$ cat src/rtl/gpio_cfg_pkg.sv
package gpio_cfg_pkg;

    // register command addresses
    localparam logic [7:0] ADDR_BUS_TIMEOUT_CONFIG = 8'h01;
    localparam logic [7:0] ADDR_LED_MODE_SELECT    = 8'h31;
    localparam logic [7:0] ADDR_PORT_DIRECTION_LOW = 8'h34;
    localparam logic [7:0] ADDR_PORT_DIRECTION_HIGH = 8'h35;
    localparam logic [7:0] ADDR_DRIVE_TYPE_LOW     = 8'h36;
    localparam logic [7:0] ADDR_DRIVE_TYPE_HIGH    = 8'h37;
    localparam logic [7:0] ADDR_SUPPLY_SELECT_LOW  = 8'h38;
    localparam logic [7:0] ADDR_SUPPLY_SELECT_HIGH = 8'h39;

    // auto-increment window of the command pointer
    localparam logic [7:0] PTR_AUTOINC_FIRST = 8'h31;
    localparam logic [7:0] PTR_AUTOINC_LAST  = 8'h5B;

    // field layout and reset values
    localparam int          TIMEOUT_DISABLE_BIT   = 0;
    localparam logic [6:0]  CFG_RESERVED_VALUE    = 7'h05;
    localparam logic        TIMEOUT_DISABLE_RESET = 1'b0;
    localparam logic [3:0]  LED_MODE_RESET        = 4'h0;
    localparam logic [15:0] DIRECTION_RESET       = 16'h0000;
    localparam logic [11:0] DRIVE_TYPE_RESET      = 12'h000;
    localparam logic [15:0] SUPPLY_RESET          = 16'h0000;

    // bus timing
    localparam int CLK_PERIOD_NS      = 4;
    localparam int BUS_TIMEOUT_MS     = 20;
    localparam int BUS_TIMEOUT_CYCLES =
        (BUS_TIMEOUT_MS * 1000000 + CLK_PERIOD_NS - 1) / CLK_PERIOD_NS;
    localparam int TIMEOUT_CNT_W      = 25;

    // device address on the serial bus, arbitrary value
    localparam logic [6:0] SLAVE_ADDR_DEFAULT = 7'h20;

    typedef struct packed {
        logic        timeout_disable;
        logic [3:0]  led_mode;
        logic [15:0] direction;
        logic [11:0] drive_type;
        logic [15:0] supply;
    } cfg_regs_t;

    localparam cfg_regs_t REGS_RESET = '{
        timeout_disable: TIMEOUT_DISABLE_RESET,
        led_mode:        LED_MODE_RESET,
        direction:       DIRECTION_RESET,
        drive_type:      DRIVE_TYPE_RESET,
        supply:          SUPPLY_RESET
    };

    typedef struct packed {
        logic [15:0] output_dir;
        logic [15:0] push_pull;
        logic [15:0] alt_supply;
        logic [3:0]  led_sink_en;
    } port_ctrl_t;

    typedef struct packed {
        logic scl;
        logic sda;
    } bus_pins_t;

    typedef enum logic [2:0] {
        S_IDLE,
        S_ADDR,
        S_CMD,
        S_WDATA,
        S_ACK,
        S_RDATA,
        S_MACK
    } i2c_state_t;

endpackage

$ cat src/rtl/sync2.sv
`timescale 1ns/1ps
module sync2 #(
    parameter int               WIDTH       = 1,
    parameter logic [WIDTH-1:0] RESET_VALUE = '0
) (
    input  wire logic             i_clk,
    input  wire logic             i_rstn,
    input  wire logic [WIDTH-1:0] i_async,
    output logic      [WIDTH-1:0] o_sync
);
    logic [WIDTH-1:0] meta_reg;
    logic [WIDTH-1:0] sync_reg;

    always_ff @(posedge i_clk or negedge i_rstn) begin
        if (!i_rstn) begin
            meta_reg <= RESET_VALUE;
            sync_reg <= RESET_VALUE;
        end else begin
            meta_reg <= i_async;
            sync_reg <= meta_reg;
        end
    end

    assign o_sync = sync_reg;
endmodule

$ cat src/rtl/gpio_port_config_registers.sv
`timescale 1ns/1ps
module gpio_port_config_registers
    import gpio_cfg_pkg::*;
#(
    parameter logic [6:0] SLAVE_ADDR     = SLAVE_ADDR_DEFAULT,
    parameter int         TIMEOUT_CYCLES = BUS_TIMEOUT_CYCLES
) (
    input  wire logic  i_clk_sys,
    input  wire logic  i_rstn,
    input  wire logic  i_scl,
    input  wire logic  i_sda,
    output logic       o_sda_out,
    output logic       o_sda_oe,
    output port_ctrl_t o_port_ctrl,
    output logic       o_timeout_disable
);
    localparam logic [TIMEOUT_CNT_W-1:0] TIMEOUT_LIMIT = TIMEOUT_CNT_W'(TIMEOUT_CYCLES);

    logic                     rst_sync_n;
    logic [1:0]               pins_raw;
    bus_pins_t                pins_sync;
    bus_pins_t                pins_prev_reg;
    logic                     scl_rise;
    logic                     scl_fall;
    logic                     start_seen;
    logic                     stop_seen;
    logic                     timed_out;
    logic [7:0]               rd_byte;

    i2c_state_t               state_reg;
    i2c_state_t               state_next;
    i2c_state_t               after_reg;
    i2c_state_t               after_next;
    logic [3:0]               bit_cnt_reg;
    logic [3:0]               bit_cnt_next;
    logic [7:0]               shift_reg;
    logic [7:0]               shift_next;
    logic [7:0]               ptr_reg;
    logic [7:0]               ptr_next;
    logic                     sda_oe_reg;
    logic                     sda_oe_next;
    logic [TIMEOUT_CNT_W-1:0] tmo_cnt_reg;
    logic [TIMEOUT_CNT_W-1:0] tmo_cnt_next;
    cfg_regs_t                regs_reg;
    cfg_regs_t                regs_next;

    sync2 #(
        .WIDTH       (1),
        .RESET_VALUE (1'b0)
    ) u_rst_sync (
        .i_clk   (i_clk_sys),
        .i_rstn  (i_rstn),
        .i_async (1'b1),
        .o_sync  (rst_sync_n)
    );

    // idle-high reset keeps a false START from appearing at release
    sync2 #(
        .WIDTH       (2),
        .RESET_VALUE (2'b11)
    ) u_pin_sync (
        .i_clk   (i_clk_sys),
        .i_rstn  (rst_sync_n),
        .i_async ({i_scl, i_sda}),
        .o_sync  (pins_raw)
    );

    assign pins_sync  = bus_pins_t'(pins_raw);
    assign scl_rise   = pins_sync.scl & ~pins_prev_reg.scl;
    assign scl_fall   = ~pins_sync.scl & pins_prev_reg.scl;
    assign start_seen = pins_sync.scl & pins_prev_reg.scl & pins_prev_reg.sda & ~pins_sync.sda;
    assign stop_seen  = pins_sync.scl & pins_prev_reg.scl & ~pins_prev_reg.sda & pins_sync.sda;
    assign timed_out  = (tmo_cnt_reg == TIMEOUT_LIMIT) & ~regs_reg.timeout_disable;

    function automatic logic [7:0] read_reg(input cfg_regs_t r, input logic [7:0] a);
        case (a)
            ADDR_BUS_TIMEOUT_CONFIG:  read_reg = {CFG_RESERVED_VALUE, r.timeout_disable};
            ADDR_LED_MODE_SELECT:     read_reg = {4'h0, r.led_mode};
            ADDR_PORT_DIRECTION_LOW:  read_reg = r.direction[7:0];
            ADDR_PORT_DIRECTION_HIGH: read_reg = r.direction[15:8];
            ADDR_DRIVE_TYPE_LOW:      read_reg = r.drive_type[7:0];
            ADDR_DRIVE_TYPE_HIGH:     read_reg = {4'h0, r.drive_type[11:8]};
            ADDR_SUPPLY_SELECT_LOW:   read_reg = r.supply[7:0];
            ADDR_SUPPLY_SELECT_HIGH:  read_reg = r.supply[15:8];
            default:                  read_reg = 8'h00;
        endcase
    endfunction

    function automatic cfg_regs_t write_reg(input cfg_regs_t r, input logic [7:0] a,
                                            input logic [7:0] d);
        cfg_regs_t w;
        w = r;
        case (a)
            ADDR_BUS_TIMEOUT_CONFIG:  w.timeout_disable = d[TIMEOUT_DISABLE_BIT];
            ADDR_LED_MODE_SELECT:     w.led_mode = d[3:0];
            ADDR_PORT_DIRECTION_LOW:  w.direction[7:0] = d;
            ADDR_PORT_DIRECTION_HIGH: w.direction[15:8] = d;
            ADDR_DRIVE_TYPE_LOW:      w.drive_type[7:0] = d;
            ADDR_DRIVE_TYPE_HIGH:     w.drive_type[11:8] = d[3:0];
            ADDR_SUPPLY_SELECT_LOW:   w.supply[7:0] = d;
            ADDR_SUPPLY_SELECT_HIGH:  w.supply[15:8] = d;
            default:                  w = r;
        endcase
        return w;
    endfunction

    function automatic logic [7:0] ptr_inc(input logic [7:0] p);
        if (p >= PTR_AUTOINC_FIRST && p < PTR_AUTOINC_LAST) begin
            ptr_inc = p + 8'h01;
        end else begin
            ptr_inc = p;
        end
    endfunction

    assign rd_byte = read_reg(regs_reg, ptr_reg);

    always_comb begin
        state_next   = state_reg;
        after_next   = after_reg;
        bit_cnt_next = bit_cnt_reg;
        shift_next   = shift_reg;
        ptr_next     = ptr_reg;
        sda_oe_next  = sda_oe_reg;
        regs_next    = regs_reg;
        tmo_cnt_next = tmo_cnt_reg;
        if (state_reg == S_IDLE || scl_rise || scl_fall) begin
            tmo_cnt_next = '0;
        end else if (tmo_cnt_reg != TIMEOUT_LIMIT) begin
            tmo_cnt_next = tmo_cnt_reg + TIMEOUT_CNT_W'(1);
        end
        if (start_seen) begin
            state_next   = S_ADDR;
            bit_cnt_next = 4'h0;
            sda_oe_next  = 1'b0;
        end else if (stop_seen || timed_out) begin
            state_next  = S_IDLE;
            sda_oe_next = 1'b0;
        end else if (scl_rise) begin
            case (state_reg)
                S_ADDR, S_CMD, S_WDATA: begin
                    shift_next   = {shift_reg[6:0], pins_sync.sda};
                    bit_cnt_next = bit_cnt_reg + 4'h1;
                end
                S_RDATA: bit_cnt_next = bit_cnt_reg + 4'h1;
                S_MACK:  bit_cnt_next = {3'h0, ~pins_sync.sda};
                default: bit_cnt_next = bit_cnt_reg;
            endcase
        end else if (scl_fall) begin
            case (state_reg)
                S_ADDR: begin
                    if (bit_cnt_reg == 4'h8) begin
                        if (shift_reg[7:1] == SLAVE_ADDR) begin
                            sda_oe_next = 1'b1;
                            after_next  = shift_reg[0] ? S_RDATA : S_CMD;
                            state_next  = S_ACK;
                        end else begin
                            state_next = S_IDLE;
                        end
                    end
                end
                S_CMD: begin
                    if (bit_cnt_reg == 4'h8) begin
                        ptr_next    = shift_reg;
                        sda_oe_next = 1'b1;
                        after_next  = S_WDATA;
                        state_next  = S_ACK;
                    end
                end
                S_WDATA: begin
                    if (bit_cnt_reg == 4'h8) begin
                        regs_next   = write_reg(regs_reg, ptr_reg, shift_reg);
                        ptr_next    = ptr_inc(ptr_reg);
                        sda_oe_next = 1'b1;
                        after_next  = S_WDATA;
                        state_next  = S_ACK;
                    end
                end
                S_ACK: begin
                    bit_cnt_next = 4'h0;
                    state_next   = after_reg;
                    if (after_reg == S_RDATA) begin
                        shift_next  = rd_byte;
                        ptr_next    = ptr_inc(ptr_reg);
                        sda_oe_next = ~rd_byte[7];
                    end else begin
                        sda_oe_next = 1'b0;
                    end
                end
                S_RDATA: begin
                    if (bit_cnt_reg == 4'h8) begin
                        sda_oe_next  = 1'b0;
                        bit_cnt_next = 4'h0;
                        state_next   = S_MACK;
                    end else begin
                        shift_next  = {shift_reg[6:0], 1'b0};
                        sda_oe_next = ~shift_reg[6];
                    end
                end
                S_MACK: begin
                    bit_cnt_next = 4'h0;
                    if (bit_cnt_reg == 4'h1) begin
                        shift_next  = rd_byte;
                        ptr_next    = ptr_inc(ptr_reg);
                        sda_oe_next = ~rd_byte[7];
                        state_next  = S_RDATA;
                    end else begin
                        state_next = S_IDLE;
                    end
                end
                default: state_next = S_IDLE;
            endcase
        end
    end

    always_ff @(posedge i_clk_sys or negedge rst_sync_n) begin
        if (!rst_sync_n) begin
            pins_prev_reg <= '{scl: 1'b1, sda: 1'b1};
            state_reg     <= S_IDLE;
            after_reg     <= S_IDLE;
            bit_cnt_reg   <= 4'h0;
            shift_reg     <= 8'h00;
            ptr_reg       <= 8'h00;
            sda_oe_reg    <= 1'b0;
            tmo_cnt_reg   <= '0;
            regs_reg      <= REGS_RESET;
        end else begin
            pins_prev_reg <= pins_sync;
            state_reg     <= state_next;
            after_reg     <= after_next;
            bit_cnt_reg   <= bit_cnt_next;
            shift_reg     <= shift_next;
            ptr_reg       <= ptr_next;
            sda_oe_reg    <= sda_oe_next;
            tmo_cnt_reg   <= tmo_cnt_next;
            regs_reg      <= regs_next;
        end
    end

    // open-drain data line: only ever pulls low
    assign o_sda_out         = 1'b0;
    assign o_sda_oe          = sda_oe_reg;
    assign o_timeout_disable = regs_reg.timeout_disable;

    assign o_port_ctrl.output_dir  = regs_reg.direction;
    assign o_port_ctrl.alt_supply  = regs_reg.supply;
    assign o_port_ctrl.led_sink_en = regs_reg.led_mode;
    assign o_port_ctrl.push_pull   = {4'h0, regs_reg.drive_type};
endmodule

$ cat config.mk
export PLATFORM = sky130hd
export DESIGN_NAME = gpio_port_config_registers
export DESIGN_NICKNAME = d
export VERILOG_FILES = /design/src/rtl/gpio_cfg_pkg.sv /design/src/rtl/sync2.sv /design/src/rtl/gpio_port_config_registers.sv
export SDC_FILE = /design/constraint.sdc
export NUM_CORES = 1
export LEC_CHECK = 0
export ABC_CLOCK_PERIOD_IN_PS = 9950
export BUFFER_PORTS_ARGS = -buffer_cell sky130_fd_sc_hd__buf_2
export CAP_MARGIN = 0
export CORE_MARGIN = 2
export CORE_UTILIZATION = 28
export DETAILED_ROUTE_END_ITERATION = 6
export PLACE_DENSITY_LB_ADDON = 0.15
export SLEW_MARGIN = 20
export SYNTH_ARGS = -nofsm -noshare
export SYNTH_HDL_FRONTEND = slang
export SYNTH_SLANG_ARGS = --single-unit
$ cat constraint.sdc
create_clock -name i_clk_sys -period 9.95 [get_ports i_clk_sys]
set_input_delay 0.995 -clock i_clk_sys [delete_from_list [all_inputs] [get_ports i_clk_sys]]
set_output_delay 0.995 -clock i_clk_sys [all_outputs]
set_load 0.1 [all_outputs]
Word level (Yosys, flattened, before mapping)
Index checks and enable logic that the tools add are counted.

Register bits after elaboration: 109. Input bits: 4.

$add $sub $neg: 3. $lt $le $gt $ge: 2. Equal/unequal tests: 40. Mux-type cells: 49. Bitwise logic cells: 18. Reductions and logical operators: 32.

Operators with widths (count): 2-to-1 mux 8 bit (11); one-hot mux 8 bit (8 select lines) (1); AND reduction 7 bit (9); equality test 8 x 6 -> 1 bit, second input constant (7); 2-to-1 mux 25 bit (2); 2-to-1 mux 3 bit (13); one-hot mux 8 bit (4 select lines) (1); adder 25 x 1 -> 25 bit, second input constant (1); equality test 25 x 23 -> 1 bit, second input constant (1); != test 25 x 23 -> 1 bit, second input constant (1); one-hot mux 8 bit (3 select lines) (1); 2-to-1 mux 4 bit (5); != test 4 bit, second input constant (5); one-hot mux 4 bit (2 select lines) (2); AND reduction 8 bit (2); one-hot mux 3 bit (5 select lines) (1); != test 2 bit, second input constant (7); equality test 3 bit, second input constant (4); nonzero test 4 bit (3); 2-to-1 mux 1 bit (10); NOT 1 bit (10); AND reduction 5 bit (2); != test 3 bit, second input constant (3); AND reduction 9 bit (1); other kinds (26) (41).

Longest topological paths before layout
Depth after elaboration: 9. Mapped depth: 10. Depth with buffers taken out: 8.

Hierarchy
A second synthesis with hierarchy kept.

Cell total of the unflattened synthesis: 576. Area total of the unflattened synthesis: 5854.4 µm².

Modules (own cells, without submodules): gpio_port_config_registers (times used 1, cells an instance 570, area an instance 5699.2 µm²); sync2 (u_pin_sync) (times used 1, cells an instance 4, area an instance 105.1 µm²); sync2 (u_rst_sync) (times used 1, cells an instance 2, area an instance 50.0 µm²).

Worst setup path after synthesis
OpenSTA, ideal clock, no wires.

Path kind: flip-flop to flip-flop. Start: register regs_reg, in the netlist o_timeout_disable. End: register bit_cnt_reg[3]. Setup time: 0.066 ns. Data arrival time: 2.244 ns. Required time: 9.884 ns. Setup slack: 7.640 ns. Cell stages (with the launch flop): 6. Period minus slack after synthesis: 2.310 ns. Cell sequence: dfrtp_1 -> nor4bb_1 -> a211oi_1 -> o221ai_2 -> or4_1 -> nand2_1.

Cells in the longest elaborated chain, start to end: 5.

Ends and longest elaborated chain: start, declared (RTL line gpio_port_config_registers.sv:44) `cfg_regs_t regs_reg;`; start signal, assigned (RTL line gpio_port_config_registers.sv:235) `regs_reg <= regs_next;`; NOT 1 bit (RTL line gpio_port_config_registers.sv:73) `assign timed_out = (tmo_cnt_reg == TIMEOUT_LIMIT) & ~regs_reg.timeout_disable;`; AND 1 bit (RTL line gpio_port_config_registers.sv:73); logical OR 1 bit (RTL line gpio_port_config_registers.sv:135) `end else if (stop_seen || timed_out) begin`; != test 2 bit (no source line); AND reduction 5 bit (no source line); end signal, assigned (RTL line gpio_port_config_registers.sv:230) `bit_cnt_reg <= bit_cnt_next;`; end, declared (RTL line gpio_port_config_registers.sv:34) `logic [3:0] bit_cnt_reg;`.

Every way passes these cells. A chain may end at the register's enable or synchronous reset.

Worst setup path after layout
Start: register ptr_reg[1]. End: register regs_reg, in the netlist o_port_ctrl[0].

Cells in the longest elaborated chain, start to end: 2.

Ends and longest elaborated chain: start, declared (RTL line gpio_port_config_registers.sv:38) `logic [7:0] ptr_reg;`; start signal, assigned (RTL line gpio_port_config_registers.sv:232) `ptr_reg <= ptr_next;`; equality test 8 x 6 -> 1 bit (RTL line gpio_port_config_registers.sv:93) `case (a)`; AND reduction 7 bit (no source line).

Every way passes these cells.

==> parameters.txt <==
Parameter                              Value

Pwr
  Switch Pwr ... 0.2806 mW
  Portion of total power attributed to sequential cells ... 54.0%
  Clk pwr share ... 39.2%
  Sw frac ... 29.82%
  Logic gate share of total power ... 6.8%
  Power Internal ... 0.6601 mW
  Power, Total ... 0.9407 mW
  Leak pwr ... 3.076 nW
  PwrDens ... 140.1 nW/µm²
  Maximum vdd drop ... 0.00008014 V

Timing
  Final hold viol count ... 0
  Total setup violations reported at the end of the flow ... 0
  Worst max-slew margin expressed relative to the limit ... 38.50%
  Transition time at the pin with the least slew margin ... 922.5 ps
  Fin. max-slew vios ... 0
  RSZ-0062 raised after global routing ... no
  Final worst slack ... 7185 ps
  Final setup skew ... 13.07 ps
  Period Utilization, post-route ... 27.79%
  Final hold slack ... 321.0 ps
  Fmax ... 361.7 MHz
  Minimum clock period ... 2765 ps
  Setup Total Neg Slack ... 0 ps

Run status
  Run status ... finished, violations left
  Failing checks ... DRC

Finish
  Number of inserted diodes ... 0
  Utilization after layout ... 32.05%
  Share of cells above drive strength 1 ... 24.13%
  Number of flip-flops in the largest register ... 48
  Most common cell after layout, fill and taps aside ... dfrtp_1
  Total area of sequential cells ... 2739 µm²
  Fillers ... 2,208
  Post-layout instance count excluding filler cells ... 880
  Syn-to-layout area delta ... 12.73%
  Post-route cell area ... 6715 µm²
  Combined area of the multi-input logic cells ... 2985 µm²
  Final nets ... 618
  Commonest cells after routing, fill and taps aside ... dfrtp_1 (102), buf_2 (53), nor2_1 (52)

Logic synthesis
  Async set or reset register ratio after synthesis ... 100.0%
  Top FF cell, synth ... dfrtp_1
  Post-synthesis compound-gate area fraction ... 13.46%
  Netlist Area Pre-Place ... 5957 µm²
  Syn Inst Count ... 563
  Post-synthesis simple-gate area fraction ... 17.83%
  Biggest area consumer among synthesized cells ... dfrtp_1
  Adder and majority gate portion of the synthesized area ... 2.941%
  Main combinational cell family by area after synthesis ... simple AND/OR/NAND/NOR gates
  Mapped Avg Cell Area ... 10.58 µm²
  Proportion of synthesized area in mux cells ... 11.97%
  Netlist cell types ... 74
  Yosys synthesis warning count ... 0
  Largest cells by area after synthesis ... dfrtp_1 (43%), mux2_2 (5.3%), mux2_4 (4.5%)
  EDFF count, synth ... 0
  Portion of the post-synthesis area used by sequential elements ... 45.91%
  Fraction of synthesized cell area in xor and xnor cells ... 3.529%
  Number of register bits inferred by synthesis ... 109
  Fraction of post-synthesis cell area in the top cell type by area ... 43.27%

Clocking
  Clock slew at reported path FFs ... 80 ps
  Clk sink count ... 109
  Max Buffers Root-to-Sink ... 2
  Number of buffers added to fix hold violations after cts ... 0
  Insertion delay of the later-clocked pin in the worst-skew pair ... 360 ps
  Clock tree from TritonCTS ... yes
  Root Buffer ... clkbuf_16
  # H-tree levels ... 3
  Cts repair resizes ... 0
  Total clock buffers created by CTS ... 9
  Postcts setup bufs ... 0

Die
  Die X-Extent ... 149.9 µm
  Floorplan Core Area ... 20,960 µm²
  I/O pin cnt ... 59
  Overall die height ... 149.9 µm
  Starting density of the core ... 28.43%
  Total Die Area ... 22,460 µm²
  Row Count ... 53

Routing
  Routed via count divided by cell count ... 5.085
  Final Routed Wirelength ... 16.60 mm
  Remaining DRCs ... 2
  Routed length on met2 ... 7.704 mm
  Top routing layer in use ... met4
  Amount of wire on met3 after detailed routing ... 833 µm
  First-pass detailed-route iteration total ... 7
  Routed length per placed instance ... 18.86 µm
  Routed metal-1 wire length ... 7.836 mm
  Residual antenna-violating net count after detailed routing ... 0
  Vias after detailed routing ... 4,475
  Violation count after the first detailed-routing iteration ... 340

Placed design
  RD Place Congestion ... 0.8410
  Standard cell area after detailed placement ... 6416 µm²
  Cell total after placement ... 864
  Pre-CTS worst setup slack ... 7246 ps
  Count of input and output buffers ... 53
  Post-DP HPWL ... 11.95 mm

Setup path
  Critical path fanouts, max ... 16
  Launching instance or port of the critical path ... ptr_reg[1]
  Worst EP required ... 10,190 ps
  Critical Path Sink Type ... register
  Number of cell instances on the worst register-to-register path ... 6
  Startpoint of the worst-slack reg-to-reg timing path ... ptr_reg[1]
  Class of the most critical setup path ... register to register
  Kind of launch point of the worst setup path ... register
  Endpoint arrival time on the critical path ... 3000 ps

GRT
  Global-route wire length before repair ... 26.23 mm
  Pin count of the biggest net entering global routing ... 65
  Vias in the first global route ... 4,429
  Antenna violations before repair ... 0
  GRT Util Overall ... 15.35%
  Total congestion overflow after global routing ... 0

Run
  Max capacitance violation total ... 0

Min path
  Hold WC Path Type ... register to async pin
[Yosys cell counts, types with 6 or more instances]
master    instances
o21ai_0          19
a21oi_1          23
a22oi_1          11
inv_1            18
clkbuf_1         18
mux2_2           28
dfstp_2           6
nand3_1          18
nor2_1           52
mux2i_1           6
xor2_1           18
and3_1           11
nand2_1          35
mux2_1            6
and3b_1           6
ha_1             14
nor3_1            8
o211ai_1          8
xnor2_1           6
nand2b_1          9
buf_4             9
mux2_4           18
dfrtp_1         103
o22ai_1           8
[layout make-up]
cell class | instances | area share (%)
clock buffers | 9 | 3.354
clock inverters | 7 | 1.099
inverters | 18 | 1.006
multi-input cells | 407 | 44.46
flip-flops and latches | 109 | 40.79
well taps | 275 | 5.124
repair buffers | 55 | 4.174
[kinds of logic (layout without fill, tap and decap cells)]
family	Yosys count	after routing
simple gates	188	188
compound gates	117	117
flops	109	109
mux	58	58
buf+inv	51	89
xor+xnor	24	24
fa+ha+maj	14	14
other cells	2	6
[worst max-delay path: stages, from the launching register on]
cell and delay [ps]:
dfrtp_1 430, inv_1 120, ha_1 600, nor3b_1 480
nand2_1 210, nor3_2 440, mux2_1 370
[per-layer routing]
metal,up-vias,GRT usage [%]
li1,2100,-
met1,2238,21.76
met2,123,24.00
met3,14,2.896
met4,0,4.104
met5,-,0
[power by group through the flow]
stage                     combinational (mW)  sequential [mW]  clock, mW
after CTS                             0.0647            0.508      0.382
after global routing                  0.0728            0.513      0.400
after global placement                0.0636            0.517          0
after floorplan                       0.0691            0.481          0
after detailed placement              0.0642            0.517          0
final                                 0.0640            0.508      0.369
[path summary, 6_finish.rpt]
check                      slack, ps                end
max                             7190     o_port_ctrl[0]
min                              320    o_port_ctrl[31]
max reg2reg                     7190     o_port_ctrl[0]
min reg2reg                      320    o_port_ctrl[31]
max in group asynchronous       8350       shift_reg[4]
min in group i_clk_sys           360  u_rst_sync.o_sync
No activity file was read; power rests on OpenSTA's default activity.
